**config.mk**
```make
export PLATFORM = sky130hd
export DESIGN_NAME = pacfg_top
export DESIGN_NICKNAME = d
export VERILOG_FILES = /design/src/verilog/pacfg_pkg.sv /design/src/verilog/pacfg_top.sv
export SDC_FILE = /design/constraint.sdc
export NUM_CORES = 1
export LEC_CHECK = 0
export ABC_AREA = 1
export BUFFER_PORTS_ARGS = -buffer_cell sky130_fd_sc_hd__buf_2
export CAP_MARGIN = 10
export CORE_MARGIN = 2
export CORE_UTILIZATION = 46
export DETAILED_ROUTE_END_ITERATION = 16
export PLACE_DENSITY = 0.7
export REMOVE_ABC_BUFFERS = 1
export SYNTH_ARGS = -nofsm -noshare
export SYNTH_HDL_FRONTEND = slang
export SYNTH_SLANG_ARGS = --single-unit
export TNS_END_PERCENT = 10
```
**constraint.sdc**
```tcl
create_clock -name clk_sys -period 4.5 [get_ports clk_sys]
set_input_delay 0.675 -clock clk_sys [delete_from_list [all_inputs] [get_ports clk_sys]]
set_output_delay 0.675 -clock clk_sys [all_outputs]
set_load 0.03 [all_outputs]
```
**src/verilog/pacfg_pkg.sv**
```systemverilog
// constants, register map and types for the alarm and pin-config block
package pacfg_pkg;
  localparam int unsigned pacfg_n_ch = 4;
  // register byte addresses
  localparam logic [7:0] pacfg_a_sysctl = 8'h00;
  localparam logic [7:0] pacfg_a_pmu0 = 8'h04;
  localparam logic [7:0] pacfg_a_pmu3 = 8'h10;
  localparam logic [7:0] pacfg_a_alarm = 8'h14;
  localparam logic [7:0] pacfg_a_temp = 8'h18;
  localparam logic [7:0] pacfg_a_irq_stat = 8'h1c;
  localparam logic [7:0] pacfg_a_irq_en = 8'h20;
  localparam logic [7:0] pacfg_a_irq_clr = 8'h24;
  localparam logic [7:0] pacfg_a_live = 8'h28;
  // system control fields
  localparam int unsigned pacfg_b_gc_en = 0;
  localparam int unsigned pacfg_b_gc_latch = 1;
  localparam int unsigned pacfg_b_guard_en = 2;
  localparam int unsigned pacfg_b_clamp_en = 3;
  localparam int unsigned pacfg_b_lvds_cmp = 4;
  localparam logic [31:0] pacfg_sysctl_rst = 32'h0000_0010;
  // per-channel control fields
  localparam int unsigned pacfg_b_own_gnd = 0;
  localparam int unsigned pacfg_b_meas_lo = 1;
  localparam int unsigned pacfg_b_clear = 6;
  // measure selector codes
  localparam logic [1:0] pacfg_meas_volt = 2'h0;
  localparam logic [1:0] pacfg_meas_curr = 2'h1;
  localparam logic [1:0] pacfg_meas_temp = 2'h2;
  // temperature threshold, code in degrees celsius
  localparam int unsigned pacfg_temp_default_c = 130;
  localparam logic [7:0] pacfg_temp_rst = 8'(pacfg_temp_default_c);
  // interrupt status bits
  localparam int unsigned pacfg_i_guard = 0;
  localparam int unsigned pacfg_i_clamp = 1;
  localparam int unsigned pacfg_i_therm = 2;

  typedef struct packed {
    logic [31:0] sysctl;
    logic [3:0] own_gnd;
    logic [7:0] meas_sel;
    logic [3:0] guard_lat;
    logic [3:0] clamp_lat;
    logic therm_lat;
    logic gc_lat;
    logic [7:0] temp_thr;
    logic [2:0] irq_stat;
    logic [2:0] irq_en;
    logic [31:0] prdata;
    logic pready;
    logic pslverr;
    logic irq;
    logic gc_oe;
    logic therm_oe;
    logic lvds_mode;
    logic [3:0] cmp_diff;
    logic [3:0] guard_sel_hs;
    logic [3:0] gnd_sel_own;
    logic [7:0] meas_mux;
  } pacfg_state_t;
endpackage

```
**src/verilog/pacfg_top.sv**
```systemverilog
// alarm reporting and pin configuration for a four-channel pmu
//
// The APB register port and the placing of the registers are this design's own decisions.
`timescale 1ns/1ps

// Notes on behaviour
// - guard/clamp alarm off until software enables it
// - control enables alarm, picks latched or live
// - alarm source: guard, clamp, or both
// - status: latched and live flag per source
// - thermal alarm active low, latched above threshold
// - status holds latched and live thermal flags
// - bit 6 write to any channel clears thermal
// - reset low returns all state to default
// - select pin low serial, high lvds
// - lvds mode turns comparator pins differential
// - shared low-sense ground unless channel uses own
// - measure output selects voltage, current, temperature
// - own-ground channel feeds guard from high sense
module pacfg_top
  import pacfg_pkg::*;
(
  input wire logic clk_sys, // system clock, 40 mhz
  input wire logic rst, // synchronous reset, active high
  input wire logic reset_pin_n, // device reset pin, active low
  input wire logic iface_sel, // low serial, high lvds
  input wire logic [3:0] guard_alarm_in, // live guard alarm per channel
  input wire logic [3:0] clamp_alarm_in, // live clamp alarm per channel
  input wire logic [7:0] temp_in, // junction temperature, celsius
  input wire logic psel, // apb select
  input wire logic penable, // apb enable
  input wire logic pwrite, // apb direction
  input wire logic [7:0] paddr, // apb byte address
  input wire logic [31:0] pwdata, // apb write data
  output logic [31:0] prdata, // apb read data
  output logic pready, // apb ready
  output logic pslverr, // apb error
  output logic irq, // level interrupt
  output logic guard_clamp_alarm_out, // open-drain data, always 0
  output logic guard_clamp_alarm_oe, // pulls pin low when high
  output logic thermal_alarm_out, // open-drain data, always 0
  output logic thermal_alarm_oe, // pulls pin low when high
  output logic lvds_mode, // serial interface type
  output logic [3:0] cmp_diff_mode, // comparator pins differential
  output logic [3:0] guard_from_high_sense, // guard fed by high sense
  output logic [3:0] own_ground_sel, // channel uses own ground
  output logic [7:0] channel_measure_sel // 2 bits per channel
);

  pacfg_state_t s;
  pacfg_state_t next_s;

  // reset value of the whole state
  function automatic pacfg_state_t pacfg_reset_val();
    pacfg_state_t r;
    r = '0;
    r.sysctl = pacfg_sysctl_rst;
    r.temp_thr = pacfg_temp_rst;
    r.therm_oe = 1'b0;
    return r;
  endfunction

  // is address one of the channel registers
  function automatic logic pacfg_is_pmu(input logic [7:0] a);
    return a >= pacfg_a_pmu0 && a <= pacfg_a_pmu3 && a[1:0] == 2'h0;
  endfunction

  logic acc;
  logic wr;
  logic rd;
  logic [1:0] ch;
  logic therm_live;
  logic [3:0] guard_live;
  logic [3:0] clamp_live;
  logic gc_live;
  logic clr_therm;
  logic [2:0] ev;
  logic [7:0] alarm_word;
  logic mapped;

  always_comb
  begin
    next_s = s;
    acc = psel && penable && !s.pready;
    wr = acc && pwrite;
    rd = acc && !pwrite;
    ch = 2'((paddr - pacfg_a_pmu0) >> 2);
    mapped = paddr[1:0] == 2'h0 && paddr <= pacfg_a_live;
    therm_live = temp_in > s.temp_thr;
    guard_live = guard_alarm_in & {4{s.sysctl[pacfg_b_guard_en]}};
    clamp_live = clamp_alarm_in & {4{s.sysctl[pacfg_b_clamp_en]}};
    gc_live = |guard_live || |clamp_live;
    clr_therm = wr && pacfg_is_pmu(paddr) && pwdata[pacfg_b_clear];
    alarm_word = {s.guard_lat, s.clamp_lat};
    // ------------------------------------------------------------
    // alarm latches, set wins over clear
    // ------------------------------------------------------------
    next_s.guard_lat = s.guard_lat | guard_alarm_in;
    next_s.clamp_lat = s.clamp_lat | clamp_alarm_in;
    if (clr_therm)
    begin
      next_s.guard_lat = guard_alarm_in;
      next_s.clamp_lat = clamp_alarm_in;
      next_s.gc_lat = 1'b0;
    end
    next_s.therm_lat = (s.therm_lat && !clr_therm) || therm_live;
    if (gc_live && s.sysctl[pacfg_b_gc_en])
      next_s.gc_lat = 1'b1;
    // ------------------------------------------------------------
    // interrupt status
    // ------------------------------------------------------------
    ev = {therm_live && !s.therm_lat, |guard_alarm_in, |clamp_alarm_in};
    ev = {ev[2], ev[0], ev[1]};
    if (wr && paddr == pacfg_a_irq_clr)
      next_s.irq_stat = s.irq_stat & ~pwdata[2:0];
    next_s.irq_stat = next_s.irq_stat | ev;
    next_s.irq = |(next_s.irq_stat & next_s.irq_en);
    // ------------------------------------------------------------
    // apb slave, one wait state
    // ------------------------------------------------------------
    next_s.pready = acc;
    next_s.pslverr = acc && !mapped;
    next_s.prdata = '0;
    if (wr)
    begin
      if (paddr == pacfg_a_sysctl)
        next_s.sysctl = pwdata;
      else if (pacfg_is_pmu(paddr))
      begin
        next_s.own_gnd[ch] = pwdata[pacfg_b_own_gnd];
        next_s.meas_sel[2*ch +: 2] = pwdata[pacfg_b_meas_lo +: 2];
      end
      else if (paddr == pacfg_a_temp)
        next_s.temp_thr = pwdata[7:0];
      else if (paddr == pacfg_a_irq_en)
        next_s.irq_en = pwdata[2:0];
    end
    if (rd)
    begin
      if (paddr == pacfg_a_sysctl)
        next_s.prdata = s.sysctl;
      else if (pacfg_is_pmu(paddr))
        next_s.prdata = {25'h0, 4'h0, s.meas_sel[2*ch +: 2],
                         s.own_gnd[ch]};
      else if (paddr == pacfg_a_alarm)
        next_s.prdata = {14'h0, therm_live, s.therm_lat,
                         guard_alarm_in, clamp_alarm_in, alarm_word};
      else if (paddr == pacfg_a_temp)
        next_s.prdata = {24'h0, s.temp_thr};
      else if (paddr == pacfg_a_irq_stat)
        next_s.prdata = {29'h0, s.irq_stat};
      else if (paddr == pacfg_a_irq_en)
        next_s.prdata = {29'h0, s.irq_en};
      else if (paddr == pacfg_a_live)
        next_s.prdata = {24'h0, temp_in};
    end
    // ------------------------------------------------------------
    // pin outputs
    // ------------------------------------------------------------
    next_s.gc_oe = s.sysctl[pacfg_b_gc_en] &&
                   (s.sysctl[pacfg_b_gc_latch] ? next_s.gc_lat : gc_live);
    next_s.therm_oe = next_s.therm_lat;
    next_s.lvds_mode = iface_sel;
    next_s.cmp_diff = {4{iface_sel && s.sysctl[pacfg_b_lvds_cmp]}};
    next_s.gnd_sel_own = s.own_gnd;
    next_s.guard_sel_hs = s.own_gnd;
    next_s.meas_mux = s.meas_sel;
    if (rst || !reset_pin_n)
      next_s = pacfg_reset_val();
  end

  always_ff @(posedge clk_sys)
    s <= next_s;

  assign prdata = s.prdata;
  assign pready = s.pready;
  assign pslverr = s.pslverr;
  assign irq = s.irq;
  assign guard_clamp_alarm_out = 1'b0;
  assign guard_clamp_alarm_oe = s.gc_oe;
  assign thermal_alarm_out = 1'b0;
  assign thermal_alarm_oe = s.therm_oe;
  assign lvds_mode = s.lvds_mode;
  assign cmp_diff_mode = s.cmp_diff;
  assign guard_from_high_sense = s.guard_sel_hs;
  assign own_ground_sel = s.gnd_sel_own;
  assign channel_measure_sel = s.meas_mux;

endmodule

```
==> results of run 1 <==
## path summary, 6_finish.rpt
kind,end
worst min register to register,prdata[23]$_SDFF_PP0_
worst max register to register,s[95]$_SDFFE_PP0P_
worst max-delay path,s[95]$_SDFFE_PP0P_
worst min-delay path,prdata[23]$_SDFF_PP0_
## flip-flops by register name (all words and copies together), names as in the netlist
| name | flops |
|---|---|
| thermal_alarm_oe | 1 |
| prdata | 32 |
| cmp_diff_mode | 1 |
| s | 59 |
| guard_clamp_alarm_oe | 1 |
| lvds_mode | 1 |
| irq | 1 |
| channel_measure_sel | 8 |
| own_ground_sel | 4 |
| pslverr | 1 |
| pready | 1 |
| alarm_word | 8 |
## cell type report
type                    instances  area (sq um)  area share [%]
flip-flops and latches        118          2360            37.7
multi-input cells             404          2100            33.4
repair buffers                121           608            9.69
clock buffers                  18           439            7.00
inverters                     104           390            6.22
clock inverters                14           198            3.15
well taps                     143           179            2.85
## cells in the mapped netlist (2+ instances only)
cell / n
dfxtp_1: 118
nand2_1: 100
inv_1: 98
nor2_1: 86
a21oi_1: 59
o21ai_0: 59
buf_4: 55
nand3_1: 23
clkbuf_1: 14
ha_1: 14
nand4_1: 12
nor2_2: 7
a31oi_1: 6
buf_2: 6
inv_2: 6
nor3_1: 6
o22ai_2: 6
nor2_4: 5
nand2_2: 4
o22ai_1: 4
buf_6: 2
nand2_4: 2
nand3b_1: 2
## logic make-up (layout without fill, tap and decap cells)
logic type	count (synthesis)	in the layout	share of synthesized area [%]
AND/OR/NAND/NOR	252	252	21.6
buffers and inverters	181	257	17.0
AO/OA/AOI/OAI	136	136	14.0
flip-flops	118	118	44.1
adder cells (fa/ha/maj)	14	14	3.27
other	1	2	0.0700
## per-layer routing
metal	part of all wire, %	GRT usage [%]	vias up
li1	-	-	2299
met3	6.6	6.31	24
met4	2.4	7.98	0
met2	45	32.6	186
met5	0	0	-
met1	46	26.4	2086
## metrics by stage
stage / instance area (sq um) / util (%) / cells / power (mW)
final: 6270 / 55.2 / 922 / 2.63
after global routing: 6270 / 55.2 / 922 / 2.71
after CTS: 6270 / 55.2 / 922 / 2.64
after detailed placement: 5640 / 49.6 / 890 / 1.21
after global placement: 5640 / 49.6 / 890 / 1.21
after floorplan: 4840 / - / 626 / 1.15
## power by group through the flow
stage / logic, mW / clock network [mW] / registers [mW]
after CTS: 0.134 / 1.45 / 1.06
after global placement: 0.131 / 0 / 1.08
after global routing: 0.150 / 1.51 / 1.06
final: 0.136 / 1.44 / 1.06
after floorplan: 0.0675 / 0 / 1.08
after detailed placement: 0.133 / 0 / 1.08
## placed cells by master, fill, tap and decap left out, types with 5 or more instances in the layout
| cell type | Yosys | final |
|---|---|---|
| nor2_2 | 7 | 6 |
| inv_2 | 6 | 6 |
| nand3_1 | 23 | 23 |
| buf_2 | 6 | 120 |
| o21ai_0 | 59 | 59 |
| inv_1 | 98 | 98 |
| nor2_1 | 86 | 86 |
| a21oi_1 | 59 | 59 |
| ha_1 | 14 | 14 |
| dfxtp_1 | 118 | 118 |
| nor3_1 | 6 | 6 |
| clkbuf_16 | 0 | 17 |
| clkinvlp_4 | 0 | 5 |
| o22ai_2 | 6 | 6 |
| a31oi_1 | 6 | 6 |
| nand4_1 | 12 | 12 |
| nand2_1 | 100 | 100 |
| nor2_4 | 5 | 6 |
## worst register-to-register path: cells and delay by family, from the launching register on
family	cells	cell delay, ps
AO/OA/AOI/OAI	2	280
buffers and inverters	2	450
AND/OR/NAND/NOR	3	830
flip-flops	1	310
==> flow_metrics.py, run 1 <==
metrics = {
    "status": {
        "status": "complete, no violations",
    },
    "synthesis": {
        "synthesis.area_sq_um": 5360,
        "synth_seq_cells": 118,
        "syn_area_per_cell_sq_um": 7.63,
        "yosys_warnings": 0,
        "seq_area_frac_synth_pct": 44.1,
        "synth.distinct_cells": 31,
        "synth_edf_count": 0,
        "synth_area_leader_cell": "dfxtp_1",
        "syn-instance-count": 702,
        "synthTopCellsByArea": "dfxtp_1 44%, buf_4 7.7%, nand2_1 7.0%, inv_1 6.9%, nor2_1 6.0%",
        "yosys_most_used_dff": "dfxtp_1",
        "synth_async_sr_flop_share_pct": 0,
        "synth_top_area_share_pct": 44.1,
    },
    "routing": {
        "routed-via-count": 4595,
        "wl_per_cell_microns": 13.9,
        "wirelength_mm": 12.8,
        "antenna_left": 0,
        "viasPerCell": 4.98,
        "dr.pass1.iters": 5,
        "drt_drc_violations_left": 0,
        "initialDrtViolationCount": 518,
    },
    "die": {
        "die_x_microns": 112,
        "start_util_pct": 47.1,
        "core.rowCount": 39,
        "die_h_microns": 112,
        "io_pins": 123,
        "die-area_sq_um": 12500,
        "core_area_sq_um": 11400,
    },
    "critical_path": {
        "r2r_cells": 7,
        "arrival_ps": 2980,
        "start_kind": "input pin",
        "cp_num_buf_inv": 3,
        "crit_top_cell": "nand2_2",
        "end_kind": "flop",
        "cp-startpoint": "paddr[2]",
        "crit_slowest_cell": "nand2_2",
        "cp.required_ps": 4830,
        "crit_family": "buffers and inverters",
        "rrSetupSlack_ps": 2550,
        "crit_chain": "buf_2 > inv_1 > ha_1 > nand2_2 > nor2_4 > nand2_2 > inv_2 > o21ai_0 > a21oi_1",
        "timing.rr.start": "pready$_SDFF_PP0_",
        "critPathMaxStageDelay_ps": 510,
        "worstSetupPathType": "in2reg",
        "crit_cells": 9,
        "path_max_fanout": 54,
    },
    "sta": {
        "setup-tns-final_ps": 0,
        "whs_ps": 432,
        "fin_crit_sh_pct": 58.7,
        "worst_pin_slew_ps": 864,
        "rsz0062_at_grt": "false",
        "timing.final.ws_setup_ps": 1860,
        "hold_viol_final": 0,
        "period_needed_ps": 2640,
        "fmax_mhz": 378,
        "setup_viol": 0,
        "max_slew_margin_pct": 42.2,
        "slew_viol_final": 0,
        "fin_skew_ps": 8.36,
    },
    "pwr": {
        "switching_share_pct": 22.4,
        "p_switching_uw": 589,
        "irDropWorstVdd_mv": 0.255,
        "p_int_mw": 2.04,
        "p_per_area_nw_per_um2": 420,
        "share_comb_of_total_power_pct": 5.2,
        "power_leakage_nw": 2.89,
        "pwr-share-clk_pct": 54.7,
        "seqPwrFrac_pct": 40.1,
    },
    "cells_and_area": {
        "num-fill-cells": 1025,
        "finalNetCount": 843,
        "diodes": 0,
        "area_growth_pct": 17.1,
        "layout-drive-gt1-share_pct": 24.1,
    },
    "clock_tree": {
        "cts_buffers": 17,
        "cts-root-buf": "clkbuf_16",
        "cts.clk_slew.worst_paths_ps": 60,
        "cts_num_sinks": 118,
        "clk_latency_ps": 410,
        "holdBufCountCts": 0,
        "clockBufferDepth": 2,
        "post-cts-setup-buffers": 0,
        "cts_tree": "yes",
        "htree_num_levels": 4,
        "ctsResizeCount": 0,
    },
    "global_route": {
        "grt_pass1_wl_mm": 20.6,
        "grt_max_degree": 55,
        "antenna_found_initial": 0,
        "grt_pass1_vias": 4318,
        "grtUsageTotal_pct": 20.6,
        "grt_remaining_overflow": 0,
    },
    "placement": {
        "hpwlAfterDp_mm": 9.15,
        "place_ws_ps": 1500,
        "place.port_buffers": 120,
        "gp_routability_congestion": 0.894,
    },
    "hold_path": {
        "hold_depth": 2,
        "min-delay-path-class": "reg2reg",
        "min-delay-start": "s[117]$_SDFFE_PP0P_",
    },
    "run": {
        "cap_violations": 0,
    },
}
Note: power is estimated with default switching activity, not from simulation.
==> run 2: changes to the inputs <==
==> constraint.sdc (replaced) <==
create_clock -name clk_sys -period 2.7 [get_ports clk_sys]
set_input_delay 0.405 -clock clk_sys [delete_from_list [all_inputs] [get_ports clk_sys]]
set_output_delay 0.405 -clock clk_sys [all_outputs]
set_load 0.03 [all_outputs]
==> flow_metrics.py, run 2 (synthesized netlist as in run 1, its figures left out) <==
metrics = {
    "pwr": {
        "switching_share_pct": 22.4,
        "pwr-share-clk_pct": 54.4,
        "power_leakage_nw": 2.92,
        "share_comb_of_total_power_pct": 5.2,
        "p_per_area_nw_per_um2": 692,
        "total_power_mw": 4.36,
        "p_int_mw": 3.39,
        "p_switching_uw": 975,
        "seqPwrFrac_pct": 40.3,
        "irDropWorstVdd_mv": 0.401,
    },
    "critical_path": {
        "rrSetupSlack_ps": 1030,
        "timing.rr.start": "pready$_SDFF_PP0_",
        "arrival_ps": 2030,
        "start_kind": "input pin",
        "r2r_end": "s[93]$_SDFFE_PP0P_",
        "path_max_fanout": 15,
        "r2r_cells": 8,
        "cp-startpoint": "paddr[2]",
        "cp.required_ps": 2970,
        "end_kind": "flop",
        "worstSetupPathType": "in2reg",
        "worstSetupEndpoint": "s[65]$_SDFFE_PP1P_",
    },
    "clock_tree": {
        "cts_num_sinks": 118,
        "cts_buffers": 17,
        "cts_tree": "yes",
        "htree_num_levels": 4,
        "cts-root-buf": "clkbuf_16",
        "holdBufCountCts": 0,
        "post-cts-setup-buffers": 0,
        "cts.clk_slew.worst_paths_ps": 60,
        "ctsResizeCount": 0,
        "clockBufferDepth": 2,
        "clk_latency_ps": 400,
    },
    "sta": {
        "period_needed_ps": 1760,
        "fin_crit_sh_pct": 65.2,
        "worst_pin_slew_ps": 835,
        "slew_viol_final": 0,
        "setup_viol": 0,
        "rsz0062_at_grt": "false",
        "fin_skew_ps": 6.46,
        "whs_ps": 232,
        "hold_viol_final": 0,
        "setup-tns-final_ps": 0,
        "fmax_mhz": 568,
        "max_slew_margin_pct": 43.8,
    },
    "die": {
        "die_h_microns": 112,
        "die_x_microns": 112,
        "core.rowCount": 39,
        "io_pins": 123,
        "start_util_pct": 47.1,
        "die-area_sq_um": 12500,
        "core_area_sq_um": 11400,
    },
    "cells_and_area": {
        "num-fill-cells": 1057,
        "regMostFlops": "s",
        "area_growth_pct": 17.6,
        "largest_reg_flops": 59,
        "stdcell_area_sq_um": 6300,
        "final_cell_mix": "120 x buf_2, 118 x dfxtp_1, 100 x nand2_1",
        "diodes": 0,
        "layout-drive-gt1-share_pct": 24.3,
        "final_common_cell": "buf_2",
        "finalNetCount": 846,
    },
    "placement": {
        "hpwlAfterDp_mm": 9.27,
        "gp_routability_congestion": 0.865,
        "place.port_buffers": 120,
        "place_area_sq_um": 5670,
    },
    "routing": {
        "wirelength_mm": 12.6,
        "dr.pass1.iters": 6,
        "viasPerCell": 4.93,
        "routed-via-count": 4563,
        "drt_drc_violations_left": 0,
        "wl_per_cell_microns": 13.7,
        "initialDrtViolationCount": 316,
        "antenna_left": 0,
    },
    "global_route": {
        "grt_pass1_vias": 4293,
        "grtUsageTotal_pct": 20.2,
        "antenna_found_initial": 0,
        "grt_remaining_overflow": 0,
        "grt_max_degree": 57,
        "grt_pass1_wl_mm": 20.3,
    },
    "run": {
        "cap_violations": 0,
    },
    "hold_path": {
        "hold_depth": 3,
        "min-delay-path-class": "in2reg",
    },
    "status": {
        "status": "complete, no violations",
    },
}
-- run 2: per-layer routing --
| layer | routed length, microns | vias up | part of all wire, % | global-route usage (%) |
|---|---|---|---|---|
| met3 | 775 | 14 | 6.1 | 4.95 |
| met2 | 5810 | 172 | 46 | 32.3 |
| met5 | 0 | - | 0 | 0 |
| met4 | 153 | 0 | 1.2 | 6.42 |
| met1 | 5890 | 2070 | 47 | 26.9 |
| li1 | - | 2307 | - | - |
-- run 2: worst min path at each step --
stage | startpoint | endpoint | slack [ps]
floorplan | s[112]$_SDFFE_PP0P_ | prdata[18]$_SDFF_PP0_ | 420
global placement | s[115]$_SDFFE_PP0P_ | prdata[21]$_SDFF_PP0_ | 420
detailed placement | s[123]$_SDFFE_PP0P_ | prdata[29]$_SDFF_PP0_ | 430
CTS | iface_sel | lvds_mode$_SDFF_PP0_ | 220
global route | pwdata[7] | s[71]$_SDFFE_PP1P_ | 230
finish | iface_sel | lvds_mode$_SDFF_PP0_ | 230
-- run 2: final cells by class --
class	instances	area (sq um)	area share, %
clock buffers	18	429	6.81
clock inverters	14	200	3.18
inverters	104	390	6.20
multi-input cells	404	2100	33.3
flip-flops and latches	118	2360	37.5
well taps	143	179	2.84
repair buffers	124	643	10.2
-- run 2: critical path, cell delays in order --
cell	delay, ps
buf_2	190
inv_1	130
ha_1	260
nand2_1	140
inv_1	70
nand2_1	280
inv_2	140
nand3_4	210
inv_1	80
nand2_1	60
nand3_1	60
-- run 2: power by group through the flow --
stage	combinational [mW]	sequential [mW]	clock [mW]
after CTS	0.226	1.76	2.41
after global routing	0.252	1.76	2.49
after detailed placement	0.225	1.80	0
after floorplan	0.113	1.80	0
final	0.228	1.76	2.38
after global placement	0.223	1.80	0
-- run 2: through the flow --
| step | std cells | util (%) | setup slack (ps) |
|---|---|---|---|
| floorplan | 626 | - | 86.7 |
| detailed placement | 893 | 49.9 | 535 |
| CTS | 925 | 55.4 | 948 |
| global placement | 893 | 49.9 | 600 |
| finish | 925 | 55.4 | 939 |
| global route | 925 | 55.4 | 761 |
==> run 3: changes to the inputs <==
--- a/config.mk
+++ b/config.mk
@@ -11,7 +11,7 @@
 export CORE_MARGIN = 2
 export CORE_UTILIZATION = 46
 export DETAILED_ROUTE_END_ITERATION = 16
-export PLACE_DENSITY = 0.7
+export PLACE_DENSITY = 0.72
 export REMOVE_ABC_BUFFERS = 1
 export SYNTH_ARGS = -nofsm -noshare
 export SYNTH_HDL_FRONTEND = slang
==> constraint.sdc (replaced) <==
create_clock -name clk_sys -period 1.6 [get_ports clk_sys]
set_input_delay 0.24 -clock clk_sys [delete_from_list [all_inputs] [get_ports clk_sys]]
set_output_delay 0.24 -clock clk_sys [all_outputs]
set_load 0.03 [all_outputs]
==> flow_metrics.py, run 3 (synthesized netlist as in run 1, its figures left out) <==
metrics = {
    "clock_tree": {
        "cts.clk_slew.worst_paths_ps": 60,
        "cts_num_sinks": 118,
        "cts_tree": "yes",
        "post-cts-setup-buffers": 0,
        "clk_latency_ps": 410,
        "htree_num_levels": 4,
        "cts_buffers": 17,
        "cts-root-buf": "clkbuf_16",
        "clockBufferDepth": 2,
    },
    "placement": {
        "dp_cells": 922,
        "hpwlAfterDp_mm": 9.23,
        "place_ws_ps": -180,
        "gp_routability_congestion": 0.883,
        "place.port_buffers": 120,
    },
    "global_route": {
        "grt_max_degree": 57,
        "grt_remaining_overflow": 0,
        "grtUsageTotal_pct": 20.6,
        "grtUsageMet2_pct": 33.7,
        "grt_pass1_vias": 4366,
        "grt_pass1_wl_mm": 20.8,
        "antenna_found_initial": 0,
        "grtUsageMet1_pct": 26.5,
        "use_met3_pct": 5.06,
        "busiest_layer": "met2",
    },
    "pwr": {
        "share_comb_of_total_power_pct": 5.9,
        "pwr-share-clk_pct": 53.3,
        "seqPwrFrac_pct": 40.8,
        "irDropWorstVdd_mv": 0.762,
        "p_int_mw": 5.48,
        "p_per_area_nw_per_um2": 1110,
        "switching_share_pct": 24.7,
        "power_leakage_nw": 3.09,
        "p_switching_mw": 1.80,
    },
    "die": {
        "start_util_pct": 47.1,
        "io_pins": 123,
        "core_area_sq_um": 11400,
        "die_h_microns": 112,
        "core.rowCount": 39,
        "die_x_microns": 112,
        "die-area_sq_um": 12500,
    },
    "routing": {
        "viasPerCell": 4.88,
        "routed-via-count": 4653,
        "initialDrtViolationCount": 402,
        "drt_drc_violations_left": 0,
        "wl_per_cell_microns": 13.4,
        "antenna_left": 0,
        "wirelength_mm": 12.8,
        "dr.pass1.iters": 6,
    },
    "sta": {
        "setup_viol": 0,
        "max_slew_margin_pct": 63.5,
        "period_needed_ps": 1530,
        "fin_crit_sh_pct": 95.9,
        "worst_pin_slew_ps": 547,
        "fin_skew_ps": 4.88,
        "fmax_mhz": 652,
        "slew_viol_final": 0,
        "timing.final.ws_setup_ps": 65.7,
        "hold_viol_final": 0,
    },
    "cells_and_area": {
        "largest_reg_flops": 59,
        "register_area_sq_um": 2360,
        "regMostFlops": "s",
        "finalNetCount": 875,
        "area_growth_pct": 22.6,
        "final_common_cell": "buf_2",
        "multiInputGateArea_sq_um": 2140,
        "fin_cells": 954,
        "num-fill-cells": 1035,
        "layout-drive-gt1-share_pct": 28.0,
        "final_cell_mix": "120 x buf_2, 117 x dfxtp_1, 100 x nand2_1",
        "diodes": 0,
        "final_core_util_pct": 57.8,
    },
    "critical_path": {
        "cp-startpoint": "pready$_SDFF_PP0_",
        "crit_slowest_cell": "dfxtp_1",
        "cp.required_ps": 1900,
        "crit_chain": "inv_1 > nand3_4 > nor2_4 > inv_2 > nor2_4 > nand4_1 > o21ai_0 > nor2_1",
        "worstSetupPathType": "reg2reg",
        "end_kind": "flop",
        "timing.rr.start": "pready$_SDFF_PP0_",
        "path_max_fanout": 6,
        "crit_top_cell": "nor2_4",
        "start_kind": "flop",
        "critPathMaxStageDelay_ps": 310,
        "arrival_ps": 1830,
    },
    "hold_path": {
        "min-delay-start": "iface_sel",
        "min-delay-path-class": "in2reg",
    },
    "status": {
        "status": "complete, no violations",
    },
    "run": {
        "cap_violations": 0,
    },
}
-- run 3: critical path, delay by kind of cell (launching register included) --
family / cells / cell delay (ps)
AO/OA/AOI/OAI: 1 / 260
buffers and inverters: 2 / 150
AND/OR/NAND/NOR: 5 / 700
flip-flops: 1 / 310
-- run 3: layer usage --
layer  share of wire, %  wire length (microns)
met5                  0                      0
met4                2.1                    263
met3                6.3                    809
met2                 46                   5930
met1                 45                   5830
-- run 3: stage by stage --
| stage | instance area [sq um] | TNS (ps) | total power [mW] | hold slack, ps |
|---|---|---|---|---|
| after floorplan | 4840 | -40120 | 3.24 | 353 |
| after global placement | 5910 | -4870 | 3.44 | 421 |
| after detailed placement | 5910 | -8280 | 3.44 | 422 |
| after CTS | 6530 | 0 | 7.30 | 55.9 |
| after global routing | 6570 | -67.1 | 7.50 | 74.6 |
| final | 6570 | 0 | 7.28 | 60.2 |
-- run 3: repair_timing --
action                                  in CTS  in global routing
resized for setup                            0                 11
endpoints found under the setup margin       0                 22
hold buffers                                 0                  0
-- run 3: area by class of cell --
type                    count  area share, %
clock inverters            15           2.84
repair buffers            153           13.5
inverters                 104           5.94
flip-flops and latches    118           36.0
well taps                 143           2.72
multi-input cells         404           32.6
clock buffers              17           6.48
-- run 3: path summary, 6_finish.rpt --
path                                              end  slack [ps]  cells past startpoint
worst max register to register     s[92]$_SDFFE_PP0P_          70                      8
worst min-delay path             lvds_mode$_SDFF_PP0_          60                      3
worst min register to register  prdata[25]$_SDFF_PP0_         430                      2
worst max-delay path               s[92]$_SDFFE_PP0P_          70                      8
-- run 3: power by group through the flow --
stage / clock, mW / combinational (mW) / sequential [mW]
final: 3.88 / 0.428 / 2.97
after global routing: 4.06 / 0.472 / 2.97
after CTS: 3.91 / 0.416 / 2.97
after detailed placement: 0 / 0.410 / 3.03
after global placement: 0 / 0.408 / 3.03
after floorplan: 0 / 0.190 / 3.05
